--- src/rtl/uvpa_pkg.sv ---
// Purpose: Shared constants and types for the UV memory programmer controller
// Assumes: 25 MHz ref_clk
// Notes: Times kept in their own units, cycle counts derived from them
package uvpa_pkg;
  localparam int unsigned CLK_MHZ = 25;
  localparam int unsigned DATA_W = 8;
  localparam int unsigned SMALL_WORDS = 1024;
  localparam int unsigned LARGE_WORDS = 2048;
  localparam int unsigned ADDR_W = 11;
  localparam int unsigned PULSE_US = 1000;
  localparam int unsigned PULSE_MIN_US = 100;
  localparam int unsigned GAP_US = 1;
  localparam int unsigned SETUP_US = 10;
  localparam int unsigned HOLD_NS = 1000;
  localparam int unsigned TOTAL_MS = 100;
  localparam int unsigned RECOVER_US = 10;
  localparam int unsigned PULSE_CYC = PULSE_US * CLK_MHZ;
  localparam int unsigned GAP_CYC = GAP_US * CLK_MHZ;
  localparam int unsigned SETUP_CYC = SETUP_US * CLK_MHZ;
  localparam int unsigned HOLD_CYC = (HOLD_NS * CLK_MHZ + 999) / 1000;
  localparam int unsigned RECOVER_CYC = RECOVER_US * CLK_MHZ;
  localparam int unsigned LOOPS = (TOTAL_MS * 1000 + PULSE_US - 1) / PULSE_US;
  localparam int unsigned CNT_W = 20;

  typedef struct packed {
    logic [ADDR_W-1:0] addr;
    logic select_program_enable;
    logic supply_program_enable;
    logic program_pulse;
  } uvpa_pins_t;

  typedef struct packed {
    logic [DATA_W-1:0] dout;
    logic doe;
  } uvpa_data_t;
endpackage

--- src/rtl/uvpa_timer.sv ---
// Purpose: Down counter for programming phase delays
// Assumes: load has priority over counting
// Notes: done is high while the count is zero
`timescale 1ns/1ps
`default_nettype none
module uvpa_timer
#(
  parameter int unsigned W = 20
)
(
  input wire logic ref_clk,
  input wire logic rst_b,
  input wire logic load,
  input wire logic [W-1:0] value,
  output logic done
);
  logic [W-1:0] cnt_ff;

  always_ff @(posedge ref_clk or negedge rst_b)
  begin
    if (!rst_b)
      cnt_ff <= '0;
    else if (load)
      cnt_ff <= value;
    else if (cnt_ff != '0)
      cnt_ff <= cnt_ff - 1'b1;
  end

  assign done = (cnt_ff == '0);
endmodule
`default_nettype wire

--- src/rtl/uvpa_ctrl.sv ---
// Purpose: Host-side read and programming controller for a UV-erasable memory
// Assumes: Inputs synchronous to ref_clk; pins modelled as logic levels
// Notes: Image supplied word by word on a request/data source port
`timescale 1ns/1ps
`default_nettype none
module uvpa_ctrl
  import uvpa_pkg::*;
#(
  parameter bit LARGE = 1'b0,
  parameter int unsigned PULSE_CYCLES = PULSE_CYC,
  parameter int unsigned LOOP_COUNT = LOOPS
)
(
  input wire logic ref_clk,
  input wire logic rst_b,
  input wire logic rd_req,
  input wire logic [ADDR_W-1:0] rd_addr,
  output logic rd_ack,
  output logic [DATA_W-1:0] rd_data,
  input wire logic prog_start,
  output logic prog_busy,
  output logic prog_done,
  output logic [ADDR_W-1:0] img_addr,
  output logic img_req,
  input wire logic [DATA_W-1:0] img_data,
  output uvpa_pkg::uvpa_pins_t pins,
  output uvpa_pkg::uvpa_data_t bus_out,
  input wire logic [DATA_W-1:0] byte_data_pins
);
  typedef enum logic [3:0] {
    S_IDLE, S_RD_SEL, S_RD_WAIT, S_PE_SETUP, S_WORD_SETUP, S_PULSE, S_GAP,
    S_PE_HOLD, S_RELEASE, S_RECOVER
  } uvpa_state_t;

  localparam int unsigned RD_CYC = 12;
  localparam logic [ADDR_W-1:0] LAST_ADDR = LARGE ? ADDR_W'(LARGE_WORDS - 1)
                                                  : ADDR_W'(SMALL_WORDS - 1);

  uvpa_state_t state_ff;
  uvpa_state_t nxt_state;
  logic [ADDR_W-1:0] addr_ff;
  logic [15:0] loop_ff;
  logic [DATA_W-1:0] data_ff;
  logic [DATA_W-1:0] rdata_ff;
  logic doe_ff;
  logic pe_ff;
  logic pulse_ff;
  logic sel_b_ff;
  logic done_ff;
  logic tload;
  logic [CNT_W-1:0] tval;
  logic tdone;
  logic last_word;
  logic last_loop;

  uvpa_timer #(.W(CNT_W)) u_timer
  (
    .ref_clk(ref_clk),
    .rst_b(rst_b),
    .load(tload),
    .value(tval),
    .done(tdone)
  );

  assign last_word = (addr_ff == LAST_ADDR);
  assign last_loop = (loop_ff == 16'(LOOP_COUNT - 1));

  always_comb
  begin
    nxt_state = state_ff;
    tload = 1'b0;
    tval = '0;
    unique case (state_ff)
      S_IDLE:
        if (prog_start)
        begin
          nxt_state = S_PE_SETUP;
          tload = 1'b1;
          tval = CNT_W'(SETUP_CYC);
        end
        else if (rd_req)
        begin
          nxt_state = S_RD_SEL;
          tload = 1'b1;
          tval = CNT_W'(RD_CYC);
        end
      S_RD_SEL:
        if (tdone)
          nxt_state = S_RD_WAIT;
      S_RD_WAIT:
        nxt_state = S_IDLE;
      S_PE_SETUP:
        if (tdone)
        begin
          nxt_state = S_WORD_SETUP;
          tload = 1'b1;
          tval = CNT_W'(SETUP_CYC);
        end
      S_WORD_SETUP:
        if (tdone)
        begin
          nxt_state = S_PULSE;
          tload = 1'b1;
          // The timer spends one extra cycle at zero, so load one less to keep
          // the pulse within its upper bound
          tval = CNT_W'(PULSE_CYCLES - 1);
        end
      S_PULSE:
        if (tdone)
        begin
          nxt_state = S_GAP;
          tload = 1'b1;
          tval = CNT_W'(HOLD_CYC > GAP_CYC ? HOLD_CYC : GAP_CYC);
        end
      S_GAP:
        if (tdone)
        begin
          tload = 1'b1;
          if (last_word && last_loop)
          begin
            nxt_state = S_PE_HOLD;
            tval = CNT_W'(HOLD_CYC);
          end
          else
          begin
            nxt_state = S_WORD_SETUP;
            tval = CNT_W'(SETUP_CYC);
          end
        end
      S_PE_HOLD:
        if (tdone)
          nxt_state = S_RELEASE;
      S_RELEASE:
      begin
        nxt_state = S_RECOVER;
        tload = 1'b1;
        tval = CNT_W'(RECOVER_CYC);
      end
      S_RECOVER:
        if (tdone)
          nxt_state = S_IDLE;
    endcase
  end

  always_ff @(posedge ref_clk or negedge rst_b)
  begin
    if (!rst_b)
      state_ff <= S_IDLE;
    else
      state_ff <= nxt_state;
  end

  // Address: read address latched, program address walks and wraps
  always_ff @(posedge ref_clk or negedge rst_b)
  begin
    if (!rst_b)
      addr_ff <= '0;
    else if (state_ff == S_IDLE && prog_start)
      addr_ff <= '0;
    else if (state_ff == S_IDLE && rd_req)
      addr_ff <= LARGE ? rd_addr : {1'b0, rd_addr[ADDR_W-2:0]};
    else if (state_ff == S_GAP && tdone && !(last_word && last_loop))
      addr_ff <= last_word ? '0 : addr_ff + 1'b1;
  end

  always_ff @(posedge ref_clk or negedge rst_b)
  begin
    if (!rst_b)
      loop_ff <= '0;
    else if (state_ff == S_IDLE)
      loop_ff <= '0;
    else if (state_ff == S_GAP && tdone && last_word)
      loop_ff <= loop_ff + 1'b1;
  end

  // Image word fetched during setup so data is stable before the pulse
  always_ff @(posedge ref_clk or negedge rst_b)
  begin
    if (!rst_b)
      data_ff <= '1;
    else if (state_ff == S_WORD_SETUP)
      data_ff <= img_data;
  end

  always_ff @(posedge ref_clk or negedge rst_b)
  begin
    if (!rst_b)
      doe_ff <= 1'b0;
    else if (state_ff == S_PE_HOLD && tdone)
      doe_ff <= 1'b0;
    else if (state_ff == S_PE_SETUP && tdone)
      doe_ff <= 1'b1;
  end

  always_ff @(posedge ref_clk or negedge rst_b)
  begin
    if (!rst_b)
      pe_ff <= 1'b0;
    else if (state_ff == S_IDLE && prog_start)
      pe_ff <= 1'b1;
    else if (state_ff == S_PE_HOLD && tdone)
      pe_ff <= 1'b0;
  end

  always_ff @(posedge ref_clk or negedge rst_b)
  begin
    if (!rst_b)
      pulse_ff <= 1'b0;
    else
      pulse_ff <= (nxt_state == S_PULSE);
  end

  // Select low only for reads; in program mode only the large part's select pin carries the pulse
  always_ff @(posedge ref_clk or negedge rst_b)
  begin
    if (!rst_b)
      sel_b_ff <= 1'b1;
    else
      sel_b_ff <= !(nxt_state == S_RD_SEL || nxt_state == S_RD_WAIT);
  end

  always_ff @(posedge ref_clk or negedge rst_b)
  begin
    if (!rst_b)
      rdata_ff <= '0;
    else if (state_ff == S_RD_SEL && tdone)
      rdata_ff <= byte_data_pins;
  end

  always_ff @(posedge ref_clk or negedge rst_b)
  begin
    if (!rst_b)
      done_ff <= 1'b0;
    else if (state_ff == S_IDLE && prog_start)
      done_ff <= 1'b0;
    else if (state_ff == S_RECOVER && tdone)
      done_ff <= 1'b1;
  end

  // Small part: select pin is the program enable at high level, pulse on its own pin.
  // Large part: supply pin carries program enable, select pin carries the pulse.
  always_comb
  begin
    pins.addr = addr_ff;
    pins.program_pulse = LARGE ? 1'b0 : pulse_ff;
    if (LARGE)
    begin
      pins.supply_program_enable = pe_ff;
      pins.select_program_enable = pe_ff ? pulse_ff : sel_b_ff;
    end
    else
    begin
      pins.supply_program_enable = 1'b0;
      pins.select_program_enable = pe_ff | sel_b_ff;
    end
  end

  assign bus_out.dout = data_ff;
  assign bus_out.doe = doe_ff;
  assign img_addr = addr_ff;
  assign img_req = (state_ff == S_WORD_SETUP);
  assign rd_ack = (state_ff == S_RD_WAIT);
  assign rd_data = rdata_ff;
  assign prog_busy = (state_ff != S_IDLE) && (state_ff != S_RD_SEL)
                     && (state_ff != S_RD_WAIT);
  assign prog_done = done_ff;
endmodule
`default_nettype wire

--- config.mk ---
export PLATFORM = sky130hd
export DESIGN_NAME = uvpa_ctrl
export DESIGN_NICKNAME = d
export VERILOG_FILES = /design/src/rtl/uvpa_pkg.sv /design/src/rtl/uvpa_timer.sv /design/src/rtl/uvpa_ctrl.sv
export SDC_FILE = /design/constraint.sdc
export NUM_CORES = 1
export LEC_CHECK = 0
export BUFFER_PORTS_ARGS = -buffer_cell sky130_fd_sc_hd__buf_2
export CAP_MARGIN = 20
export CORE_ASPECT_RATIO = 0.9
export CORE_UTILIZATION = 52
export CTS_BUF_LIST = sky130_fd_sc_hd__clkbuf_2 sky130_fd_sc_hd__clkbuf_4 sky130_fd_sc_hd__clkbuf_8
export CTS_CLUSTER_DIAMETER = 120
export CTS_CLUSTER_SIZE = 30
export DETAILED_ROUTE_END_ITERATION = 10
export GPL_TIMING_DRIVEN = 0
export MAX_ROUTING_LAYER = met4
export PLACE_DENSITY = 0.8
export SLEW_MARGIN = 10
export SYNTH_ARGS = -nofsm -noshare
export SYNTH_HDL_FRONTEND = slang
export SYNTH_SLANG_ARGS = --single-unit
--- constraint.sdc ---
create_clock -name ref_clk -period 2.85 [get_ports ref_clk]
set_input_delay 0.1425 -clock ref_clk [delete_from_list [all_inputs] [get_ports ref_clk]]
set_output_delay 0.1425 -clock ref_clk [all_outputs]
set_load 0.02 [all_outputs]
Yosys cells after proc, flatten, opt, wreduce, memory -nomap -nowiden

Index checks and enable logic that the tools add are counted.

Muxes and demuxes: 37
Reductions and logical operators: 26
Eq/ne operators: 16
Add/sub/neg operators: 3
Bitwise gates (word level): 1

Operators with widths:

| operator                                               | number |
|---|---|
| case mux 15 bit (6 select lines)                       | 1 |
| two-way mux 11 bit                                     | 4 |
| two-way mux 20 bit                                     | 2 |
| two-way mux 4 bit                                      | 10 |
| case mux 4 bit (10 select lines)                       | 1 |
| two-way mux 16 bit                                     | 2 |
| two-way mux 8 bit                                      | 4 |
| equality test 4 x 3 -> 1 bit (second input constant)   | 5 |
| logical NOT 20 bit                                     | 1 |
| nonzero test 20 bit                                    | 1 |
| subtractor 20 x 1 -> 20 bit (second input constant)    | 1 |
| adder 16 x 1 -> 16 bit (second input constant)         | 1 |
| equality test 16 x 7 -> 1 bit (second input constant)  | 1 |
| two-way mux 15 bit                                     | 1 |
| equality test 4 x 2 -> 1 bit (second input constant)   | 3 |
| logical AND 1 bit                                      | 12 |
| adder 11 x 1 -> 11 bit (second input constant)         | 1 |
| equality test 11 x 10 -> 1 bit (second input constant) | 1 |
| nonzero test 2 bit                                     | 5 |
| two-way mux 1 bit                                      | 9 |
| equality test 4 x 1 -> 1 bit (second input constant)   | 2 |
| equality test 4 bit (second input constant)            | 2 |
| two-way mux 5 bit                                      | 1 |
| logical NOT 4 bit                                      | 1 |
| 10 further kinds                                       | 11 |

Input port bits: 31
Register bits: 72

Logic depth before layout (Yosys ltp)

Gate-level depths: netlist (run 1).

Depth after elaboration: 8
Gate-level depth with buffers: 9

Modules after synthesis

A second synthesis (run 1) with hierarchy kept.

Cell total of the unflattened synthesis: 447
Area, all modules: 4287.9 um^2

By module, submodules not included:

| module     | cells each | area each (um^2) | instances |
|---|---|---|---|
| uvpa_ctrl  | 324        | 3085.5           | 1 |
| uvpa_timer | 123        | 1202.4           | 1 |

Least setup slack after synthesis (run 1)

Ideal clock, no wire load.

Path type: register to register
From: register u_timer.cnt_ff[7]
To: register rdata_ff[0] (netlist: rd_data[0])
Clock period less this slack: 2800 ps
Setup slack: 50 ps
Setup time: 125 ps
Buffers on the path: 1
Stages on the path, launching flop included: 9
Arrival time: 2675 ps
Path through: dfrtp_1 > or4_4 > or4_4 > or3_1 > buf_6 > nor3_1 > o21ai_2 > nand3_4 > mux2_2

Cells in the longest elaborated chain, start to end: 2

RTL lines:

| element                | RTL line         | RTL |
|---|---|---|
| from (decl)            | uvpa_timer.sv:17 | `logic [W-1:0] cnt_ff;` |
| from (signal assigned) | uvpa_timer.sv:24 | `cnt_ff <= value;` |
| from (signal assigned) | uvpa_timer.sv:26 | `cnt_ff <= cnt_ff - 1'b1;` |
| logical NOT 20 bit     | uvpa_timer.sv:29 | `assign done = (cnt_ff == '0);` |
| logical AND 1 bit      | uvpa_ctrl.sv:226 | `else if (state_ff == S_RD_SEL && tdone)` |
| to (signal assigned)   | uvpa_ctrl.sv:227 | `rdata_ff <= byte_data_pins;` |
| to (decl)              | uvpa_ctrl.sv:44  | `logic [DATA_W-1:0] rdata_ff;` |

No other way between the ends.
A chain may end at the register's enable or synchronous reset.

Final worst setup path (run 1)

From: register u_timer.cnt_ff[13]
To: register rdata_ff[6] (netlist: rd_data[6])

Same word-level chain as after synthesis.

==> flow_summary.json, run 1 <==
{
  "synth-edff-count": 0,
  "portBuffers": 73,
  "rsz0062_at_grt": "true",
  "final_cell_mix": "buf_2 (77), dfrtp_1 (62), nor2_1 (42)",
  "multi_input_area_mm2": 0.00206,
  "routed_wirelength_mm": 9.84,
  "drive_above_1_share_pct": 32.0,
  "final.setup.tns_ps": 0,
  "fmax_ghz": 0.352,
  "fp.coreArea_mm2": 0.00751,
  "cp_max_fo": 9,
  "num_vias": 3626,
  "drc": 0,
  "drt-vias-per-instance": 5.77,
  "nNetsFinal": 562,
  "start_util_pct": 53.7,
  "drtIter0Drc": 192,
  "grt_max_degree": 47,
  "worst_hold_path_type": "input port to register",
  "ys_types": 54,
  "synth_cells": 427,
  "fill_cells": 597,
  "p_total_mw": 1.94,
  "overflow": 0,
  "report.final.slew_viol_count": 0,
  "status": "complete, no violations",
  "cts_tree": "yes",
  "drv_cap": 0,
  "cp.arrival_ps": 3090,
  "final-hold-violation-count": 0,
  "finalSetupViolations": 0,
  "crit_start": "u_timer.cnt_ff[13]",
  "rows": 30,
  "avgSynthCellArea_um2": 9.44,
  "cts_htree_levels": 3,
  "leakagePower_nw": 2.25,
  "dp_hpwl_mm": 6.82,
  "ir_worst_vdd_mv": 0.286,
  "seqCellArea_mm2": 0.00181,
  "worstSetupPathType": "register to register",
  "clk_pin_slew_ps": 80,
  "place_inst": 597,
  "cp-start-kind": "register",
  "clock_sinks": 72,
  "min_period_over_period_pct": 99.8,
  "cts_buffers": 9,
  "final_common_cell": "buf_2",
  "stdcell_count": 628,
  "die_w_um": 94.8,
  "grt_usage_pct": 25.4,
  "ys_ff_latch": 72,
  "wl_per_cell_um": 15.7,
  "worstReg2RegStart": "u_timer.cnt_ff[13]",
  "slew_headroom_pct": 41.1,
  "worst_slack_ps": 5.10,
  "syn_nets": 462,
  "ys_warn_count": 0,
  "period_needed_ps": 2840,
  "synth-seq-area-share_pct": 45.0,
  "power.density_mw_per_mm2": 392,
  "worst_pin_slew_ps": 879,
  "ant_nets": 0,
  "dr.pass1.iters": 7,
  "ys.flop_type": "dfrtp_1",
  "cts_root_buf": "clkbuf_8",
  "grt_first_pass_wirelength_mm": 15.7,
  "synth_area_mm2": 0.00403,
  "die_area_mm2": 0.00811,
  "min_from": "byte_data_pins[1]",
  "critPathCaptureType": "register",
  "n_antenna_cell": 0,
  "gp_congestion": 0.903,
  "syn_to_final_growth_pct": 22.7,
  "ioPinCount": 77,
  "grt_antenna_before_repair": 0,
  "clk_latency_ps": 360,
  "async_reset_ff_share_pct": 100,
  "clk_path_buf_depth": 2,
  "cp.required_ps": 3090,
  "pre_cts_ws_ps": -199,
  "grt_pass1_vias": 3407,
  "die_h_um": 85.5,
  "skew_ps": 9.43
}
[registers in the layout, summed over array words and instances (netlist names)]
| register | count |
|---|---|
| loop_ff | 16 |
| pulse_ff | 1 |
| doe_ff | 1 |
| state_ff | 4 |
| pe_ff | 1 |
| img_addr | 11 |
| u_timer.cnt_ff | 20 |
| data_ff | 8 |
| rd_data | 8 |
| sel_b_ff | 1 |
| prog_done | 1 |
[kinds of logic after synthesis]
family,Yosys count,share of synthesized area [%]
AOI/OAI and AO/OA,77,12.4
adders and majority gates,4,1.24
and+or+nand+nor,179,23.1
muxes,17,4.72
xor gates and xnor gates,37,8.04
other,1,0.0930
DFF,72,45.0
buffers and inverters,40,5.50
[power breakdown]
part | internal [mW] | leakage [nW] | switching (mW)
combinational | 0.0343 | 1.25 | 0.0444
clock | 0.411 | 0.0925 | 0.420
sequential | 1.03 | 0.902 | 0.00294
total | 1.47 | 2.25 | 0.468
[cell usage after synthesis (4+ instances only)]
master	number	area share (%)
o31ai_1	8	1.5
clkbuf_1	11	1.0
and2_1	6	0.93
o211ai_1	4	0.75
a21oi_1	22	2.7
nand2_1	40	3.7
xor2_1	16	3.5
nor2_1	42	3.9
ha_1	4	1.2
buf_4	15	2.8
xnor2_1	21	4.6
inv_1	6	0.56
mux2_2	16	4.5
and3_1	6	0.93
buf_2	6	0.75
nand2b_1	6	0.93
nand4_1	9	1.4
dfrtp_1	63	39
nor4_1	13	2.0
nand3_1	11	1.4
o21ai_0	26	3.2
dfstp_2	9	5.9
nor3_1	24	3.0
[routing by layer]
layer	global-route usage (%)	up-vias	part of all wire (%)
met5	-	-	0
met4	9.23	0	1.9
met3	5.85	22	5.6
met2	39.4	137	49
met1	32.5	1771	43
li1	-	1696	-
[metrics by stage]
stage,utilization [%],cell area (um^2),hold WS (ps)
after floorplan,-,4030,-153
after global placement,60.2,4520,373
after detailed placement,60.6,4550,94.2
after CTS,64.4,4830,0.372
after global routing,65.9,4940,6.73
final,65.9,4940,17.8
[final cells by class]
| cell class | count | area share [%] |
|---|---|---|
| plain buffers | 32 | 3.77 |
| clock buffers | 9 | 2.51 |
| inverters | 6 | 0.455 |
| well taps | 96 | 2.43 |
| clock inverters | 7 | 1.59 |
| multi-input cells | 315 | 41.7 |
| flip-flops and latches | 72 | 36.7 |
| repair buffers | 91 | 10.9 |
[worst paths after layout]
kind,end,slack [ps],depth (start not counted)
max,rd_data[6],5,7
min,rd_data[1],20,2
max reg2reg,rd_data[6],5,7
min reg2reg,rd_data[7],510,1
max in group asynchronous,data_ff[6],2010,3
min in group asynchronous,img_addr[0],230,2
[critical path, cell delays in order (launching register included)]
cell and delay (ps):
dfrtp_1 400, or4_4 550, or3_4 450, or3_4 470
nor3_4 220, o21ai_2 110, nand3_4 170, mux2_2 360
[repair_timing]
action                                 4_1_cts  5_1_grt
hold buffers                                 3        3
buffers inserted                             4        7
endpoints found under the hold margin       27        3
pin swaps                                    5        3
gates resized for setup                      5       11
setup endpoints to repair                   19       29
No activity file was read; power rests on OpenSTA's default activity.
==> run 2: changes to the inputs <==
--- a/config.mk
+++ b/config.mk
@@ -5,14 +5,14 @@
 export SDC_FILE = /design/constraint.sdc
 export NUM_CORES = 1
 export LEC_CHECK = 0
-export BUFFER_PORTS_ARGS = -buffer_cell sky130_fd_sc_hd__buf_2
 export CAP_MARGIN = 20
 export CORE_ASPECT_RATIO = 0.9
-export CORE_UTILIZATION = 52
+export CORE_UTILIZATION = 60
 export CTS_BUF_LIST = sky130_fd_sc_hd__clkbuf_2 sky130_fd_sc_hd__clkbuf_4 sky130_fd_sc_hd__clkbuf_8
 export CTS_CLUSTER_DIAMETER = 120
 export CTS_CLUSTER_SIZE = 30
 export DETAILED_ROUTE_END_ITERATION = 10
+export DONT_BUFFER_PORTS = 1
 export GPL_TIMING_DRIVEN = 0
 export MAX_ROUTING_LAYER = met4
 export PLACE_DENSITY = 0.8
==> flow_summary.json, run 2 (same netlist as run 1, synthesis figures left out) <==
{
  "cts_root_buf": "clkbuf_8",
  "r2r_end": "rd_data[3]",
  "wl_per_cell_um": 17.8,
  "worst_slack_ps": -18.6,
  "die_h_um": 79.8,
  "worst_hold_slack_ps": 14.8,
  "portBuffers": 0,
  "report.final.slew_viol_count": 0,
  "cts_tree": "yes",
  "skew_ps": 12.1,
  "grt_max_degree": 73,
  "die_area_mm2": 0.00705,
  "clk_latency_ps": 360,
  "min_from": "rd_addr[0]",
  "reg2reg_slack_ps": -20,
  "stdcell_count": 557,
  "grt_antenna_before_repair": 0,
  "worst_hold_path_type": "input port to register",
  "worst_pin_slew_ps": 681,
  "drt-vias-per-instance": 6.20,
  "drc": 0,
  "leakagePower_nw": 1.95,
  "min_delay_worst_endpoint": "img_addr[0]",
  "num_vias": 3454,
  "nNetsFinal": 500,
  "worstSetupPathType": "register to register",
  "clk_path_buf_depth": 2,
  "violations": "negative setup slack",
  "cp.arrival_ps": 3110,
  "placed_area_mm2": 0.00415,
  "routed_wirelength_mm": 9.91,
  "rsz0062_at_grt": "true",
  "drtIter0Drc": 245,
  "drive_above_1_share_pct": 19.8,
  "grt_first_pass_wirelength_mm": 15.6,
  "largest_reg_flops": 20,
  "grt_usage_pct": 30.3,
  "die_w_um": 88.4,
  "dr.pass1.iters": 5,
  "slew_headroom_pct": 54.2,
  "fp.coreArea_mm2": 0.00628,
  "ioPinCount": 77,
  "worstReg2RegStart": "u_timer.cnt_ff[6]",
  "fmax_ghz": 0.349,
  "power.density_mw_per_mm2": 430,
  "n_antenna_cell": 0,
  "grt_pass1_vias": 3232,
  "clk_pin_slew_ps": 90,
  "min_path_cells": 2,
  "rows": 27,
  "final_cell_mix": "dfrtp_1 (63), nor2_1 (42), nand2_1 (40)",
  "period_needed_ps": 2870,
  "overflow": 0,
  "clock_sinks": 72,
  "ir_worst_vdd_mv": 0.334,
  "cp.required_ps": 3090,
  "status": "complete, but fails checks",
  "critPathCaptureType": "register",
  "final-hold-violation-count": 0,
  "place_inst": 515,
  "drv_cap": 0,
  "cp_max_fo": 8,
  "min_period_over_period_pct": 101,
  "fill_cells": 432,
  "final_common_cell": "dfrtp_1",
  "finalSetupViolations": 5,
  "syn_to_final_growth_pct": 16.8,
  "cts_buffers": 9,
  "regMostFlops": "u_timer.cnt_ff",
  "cp-start-kind": "register",
  "final_area_mm2": 0.00471,
  "gp_congestion": 0.872,
  "cts_htree_levels": 3,
  "ant_nets": 0,
  "start_util_pct": 64.1,
  "postLayoutCoreUtil_pct": 74.9,
  "dp_hpwl_mm": 6.20,
  "p_total_mw": 2.03,
  "ff2ff_path_depth": 8
}
run 2: cell types whose count changed in the layout (fill, tap and decap cells not counted), sizes merged:
| cell | before | now |
|---|---|---|
| buf | 107 | 29 |
| clkinv | 1 | 0 |
| clkbuf | 19 | 20 |
| dlygate4sd3 | 6 | 21 |
| inv | 8 | 9 |
| clkinvlp | 3 | 2 |
| bufinv | 1 | 2 |
run 2: worst max-delay path by stage:
stage,endpoint,from,slack [ps],cells after the start
final,rd_data[3],u_timer.cnt_ff[6],-20,8
after detailed placement,img_addr[6],img_addr[0],-400,7
after global routing,rd_data[3],u_timer.cnt_ff[6],-100,8
after floorplan,rd_data[0],u_timer.cnt_ff[7],50,8
after CTS,rd_data[4],u_timer.cnt_ff[13],40,8
after global placement,img_addr[8],img_addr[1],-260,7
run 2: timing repair:
| item | 4_1_cts | 5_1_grt |
|---|---|---|
| endpoints found under the setup margin | 31 | 28 |
| gates resized for setup | 5 | 8 |
| endpoints found under the hold margin | 92 | 0 |
| hold buffers | 22 | 0 |
| buffers inserted | 4 | 1 |
| pin swaps | 5 | 1 |
run 2: stage by stage:
stage               setup WS [ps]  TNS [ps]
detailed placement           -401     -3610
finish                      -18.6     -43.1
global placement             -264     -2990
global route                 -104      -751
CTS                          38.8         0
floorplan                    50.0         0
run 2: cell type report:
class / instances / area, um^2 / area share, %
plain buffers: 33 / 198 / 4.20
clock buffers: 9 / 124 / 2.63
clock inverters: 7 / 101 / 2.15
inverters: 6 / 22.5 / 0.478
multi-input cells: 315 / 2060 / 43.7
flip-flops and latches: 72 / 1810 / 38.5
well taps: 87 / 109 / 2.31
repair buffers: 28 / 283 / 6.01
run 2: power by group:
part / total (mW) / internal, mW / switching (mW)
clock network: 0.926 / 0.502 / 0.424
logic: 0.0612 / 0.0301 / 0.0312
registers: 1.04 / 1.03 / 0.0118
run 2: layer usage:
metal	part of all wire (%)	vias up	global-route usage, %
met5	0	-	-
met1	41	1657	38.7
li1	-	1583	-
met2	49	190	46.5
met4	2.1	0	11.8
met3	7.5	24	7.45
run 2: critical path, stage by stage (launching register included):
cell,delay (ps)
dfrtp_1,390
or4_4,550
or4_4,470
or3_4,350
buf_6,150
o211ai_2,80
o2111ai_4,200
nand3_4,180
mux2_2,360
==> run 3: changes to the inputs <==
--- a/config.mk
+++ b/config.mk
@@ -7,7 +7,7 @@
 export LEC_CHECK = 0
 export CAP_MARGIN = 20
 export CORE_ASPECT_RATIO = 0.9
-export CORE_UTILIZATION = 60
+export CORE_UTILIZATION = 39
 export CTS_BUF_LIST = sky130_fd_sc_hd__clkbuf_2 sky130_fd_sc_hd__clkbuf_4 sky130_fd_sc_hd__clkbuf_8
 export CTS_CLUSTER_DIAMETER = 120
 export CTS_CLUSTER_SIZE = 30
@@ -15,7 +15,8 @@
 export DONT_BUFFER_PORTS = 1
 export GPL_TIMING_DRIVEN = 0
 export MAX_ROUTING_LAYER = met4
-export PLACE_DENSITY = 0.8
+export PLACE_DENSITY = 0.56
+export RECOVER_POWER = 100
 export SLEW_MARGIN = 10
 export SYNTH_ARGS = -nofsm -noshare
 export SYNTH_HDL_FRONTEND = slang
==> flow_summary.json, run 3 (same netlist as run 1, synthesis figures left out) <==
{
  "status": "complete, but fails checks",
  "violations": "max-capacitance violations, max-slew violations",
  "critPathCaptureType": "register",
  "min_period_over_period_pct": 99.9,
  "rows": 34,
  "grt_max_degree": 73,
  "internal_power_mw": 1.47,
  "gp_congestion": 0.800,
  "crit_top_cell": "or4_4",
  "crit_chain": "or4_4 > or4_4 > or3_4 > o211ai_2 > o2111ai_4 > nand3_4 > mux2_2",
  "swShare_pct": 23.8,
  "drv_cap": 1,
  "num_vias": 3306,
  "overflow": 0,
  "regMostFlops": "u_timer.cnt_ff",
  "slew_headroom_pct": -16.8,
  "leakagePower_nw": 1.89,
  "ioPinCount": 77,
  "die_h_um": 98.4,
  "dp_hpwl_mm": 6.24,
  "crit_slowest_cell": "or4_4",
  "fmax_ghz": 0.351,
  "power.density_mw_per_mm2": 409,
  "clock_power_share_pct": 43.1,
  "die_area_mm2": 0.0107,
  "start_util_pct": 40.8,
  "die_w_um": 109,
  "worstSetupPathType": "register to register",
  "clk_pin_slew_ps": 80,
  "period_needed_ps": 2850,
  "worst_hold_path_type": "input port to register",
  "dr.pass1.iters": 4,
  "clock_sinks": 72,
  "grt_first_pass_wirelength_mm": 15.1,
  "skew_ps": 9.34,
  "final-hold-violation-count": 0,
  "ant_nets": 0,
  "ir_worst_vdd_mv": 0.254,
  "p_sw_mw": 0.457,
  "largest_reg_flops": 20,
  "report.final.slew_viol_count": 73,
  "cp.arrival_ps": 3090,
  "routed_wirelength_mm": 9.27,
  "drt-vias-per-instance": 5.50,
  "final_cell_mix": "dfrtp_1 (63), nor2_1 (41), nand2_1 (40)",
  "cts_root_buf": "clkbuf_8",
  "nNetsFinal": 505,
  "worst_hold_slack_ps": 21.9,
  "fp.coreArea_mm2": 0.00987,
  "clk_path_buf_depth": 2,
  "drc": 0,
  "wl_per_cell_um": 15.4,
  "cp-start-kind": "register",
  "cts_tree": "yes",
  "critPathMaxStageDelay_ps": 570,
  "cts_htree_levels": 3,
  "worst_pin_slew_ps": 1750,
  "drive_above_1_share_pct": 17.1,
  "grt_usage_pct": 18.6,
  "worst_slack_ps": 2.34,
  "grt_antenna_before_repair": 0,
  "pre_cts_ws_ps": -420,
  "sequentialPowerShare_pct": 54.0,
  "syn_to_final_growth_pct": 16.8,
  "rsz0062_at_grt": "true",
  "finalSetupViolations": 0,
  "clk_latency_ps": 360,
  "n_antenna_cell": 0,
  "cts_buffers": 9,
  "cp_max_fo": 8,
  "final_common_cell": "dfrtp_1",
  "portBuffers": 0,
  "cp.required_ps": 3100,
  "drtIter0Drc": 151,
  "share_comb_of_total_power_pct": 3.0,
  "grt_pass1_vias": 3056
}
==> run 3: cell count changes in the layout (fill, tap and decap cells not counted), sizes merged <==
cell,delta
clkbuf,+15
inv,-1
dlygate4sd3,+1
buf,-11
clkinv,+2
bufinv,-1
==> run 3: worst max-delay path: cells and delay by family, from the launching register on <==
kind | cells | cell delay, ps
mux | 1 | 350
compound gates | 2 | 270
flops | 1 | 390
simple gates | 4 | 1730
==> run 3: layout make-up <==
| type | instances | area (um^2) |
|---|---|---|
| inverter | 6 | 22.5 |
| sequential | 72 | 1810 |
| fill | 966 | 5160 |
| multi-input combinational | 315 | 2060 |
| tap | 126 | 158 |
| timing repair buffer | 34 | 305 |
| buffer | 32 | 143 |
| clock buffer | 9 | 124 |
| clock inverter | 7 | 80.1 |
==> run 3: per-layer routing <==
metal / wire (um) / global-route usage (%) / part of all wire, %
met2: 4200 / 26.2 / 45
met1: 4480 / 25.9 / 48
met3: 435 / 4.63 / 4.7
met4: 155 / 6.55 / 1.7
met5: 0 / - / 0
==> run 3: what timing repair did <==
item | in CTS | in global routing
pin swaps | 4 | 7
endpoints found under the hold margin | 93 | 0
gates resized for setup | 7 | 13
hold buffers | 23 | 0
setup endpoints to repair | 30 | 33
buffers inserted | 3 | 7
==> run 3: path summary, 6_finish.rpt <==
check / from / endpoint / slack (ps) / cells past startpoint
worst max-delay path: u_timer.cnt_ff[6] / rd_data[2] / 2 / 7
worst min register to register: doe_ff / doe_ff / 510 / 2
max in group asynchronous: rst_b / loop_ff[3] / 1020 / 2
worst min-delay path: rd_addr[8] / img_addr[8] / 20 / 2
min in group asynchronous: rst_b / u_timer.cnt_ff[13] / 810 / 2
worst max register to register: u_timer.cnt_ff[6] / rd_data[2] / 2 / 7
==> run 3: power by group through the flow <==
stage | registers (mW) | logic, mW | clock network (mW)
global route | 1.04 | 0.0645 | 0.902
global placement | 1.06 | 0.0133 | 0
floorplan | 1.06 | 0.0117 | 0
finish | 1.04 | 0.0570 | 0.829
detailed placement | 1.06 | 0.0134 | 0
CTS | 1.04 | 0.0629 | 0.857
==> run 3: through the flow <==
step / setup TNS, ps / cell area, um^2 / std cells / power [mW] / util (%)
3_5_place_dp: -4650 / 4200 / 554 / 1.07 / 42.6
2_1_floorplan: 0 / 4030 / 427 / 1.07 / -
5_1_grt: -461 / 4710 / 601 / 2.01 / 47.7
4_1_cts: -6.26 / 4710 / 595 / 1.96 / 47.7
3_3_place_gp: -5690 / 4190 / 553 / 1.07 / 42.4
6_report: 0 / 4710 / 601 / 1.92 / 47.7
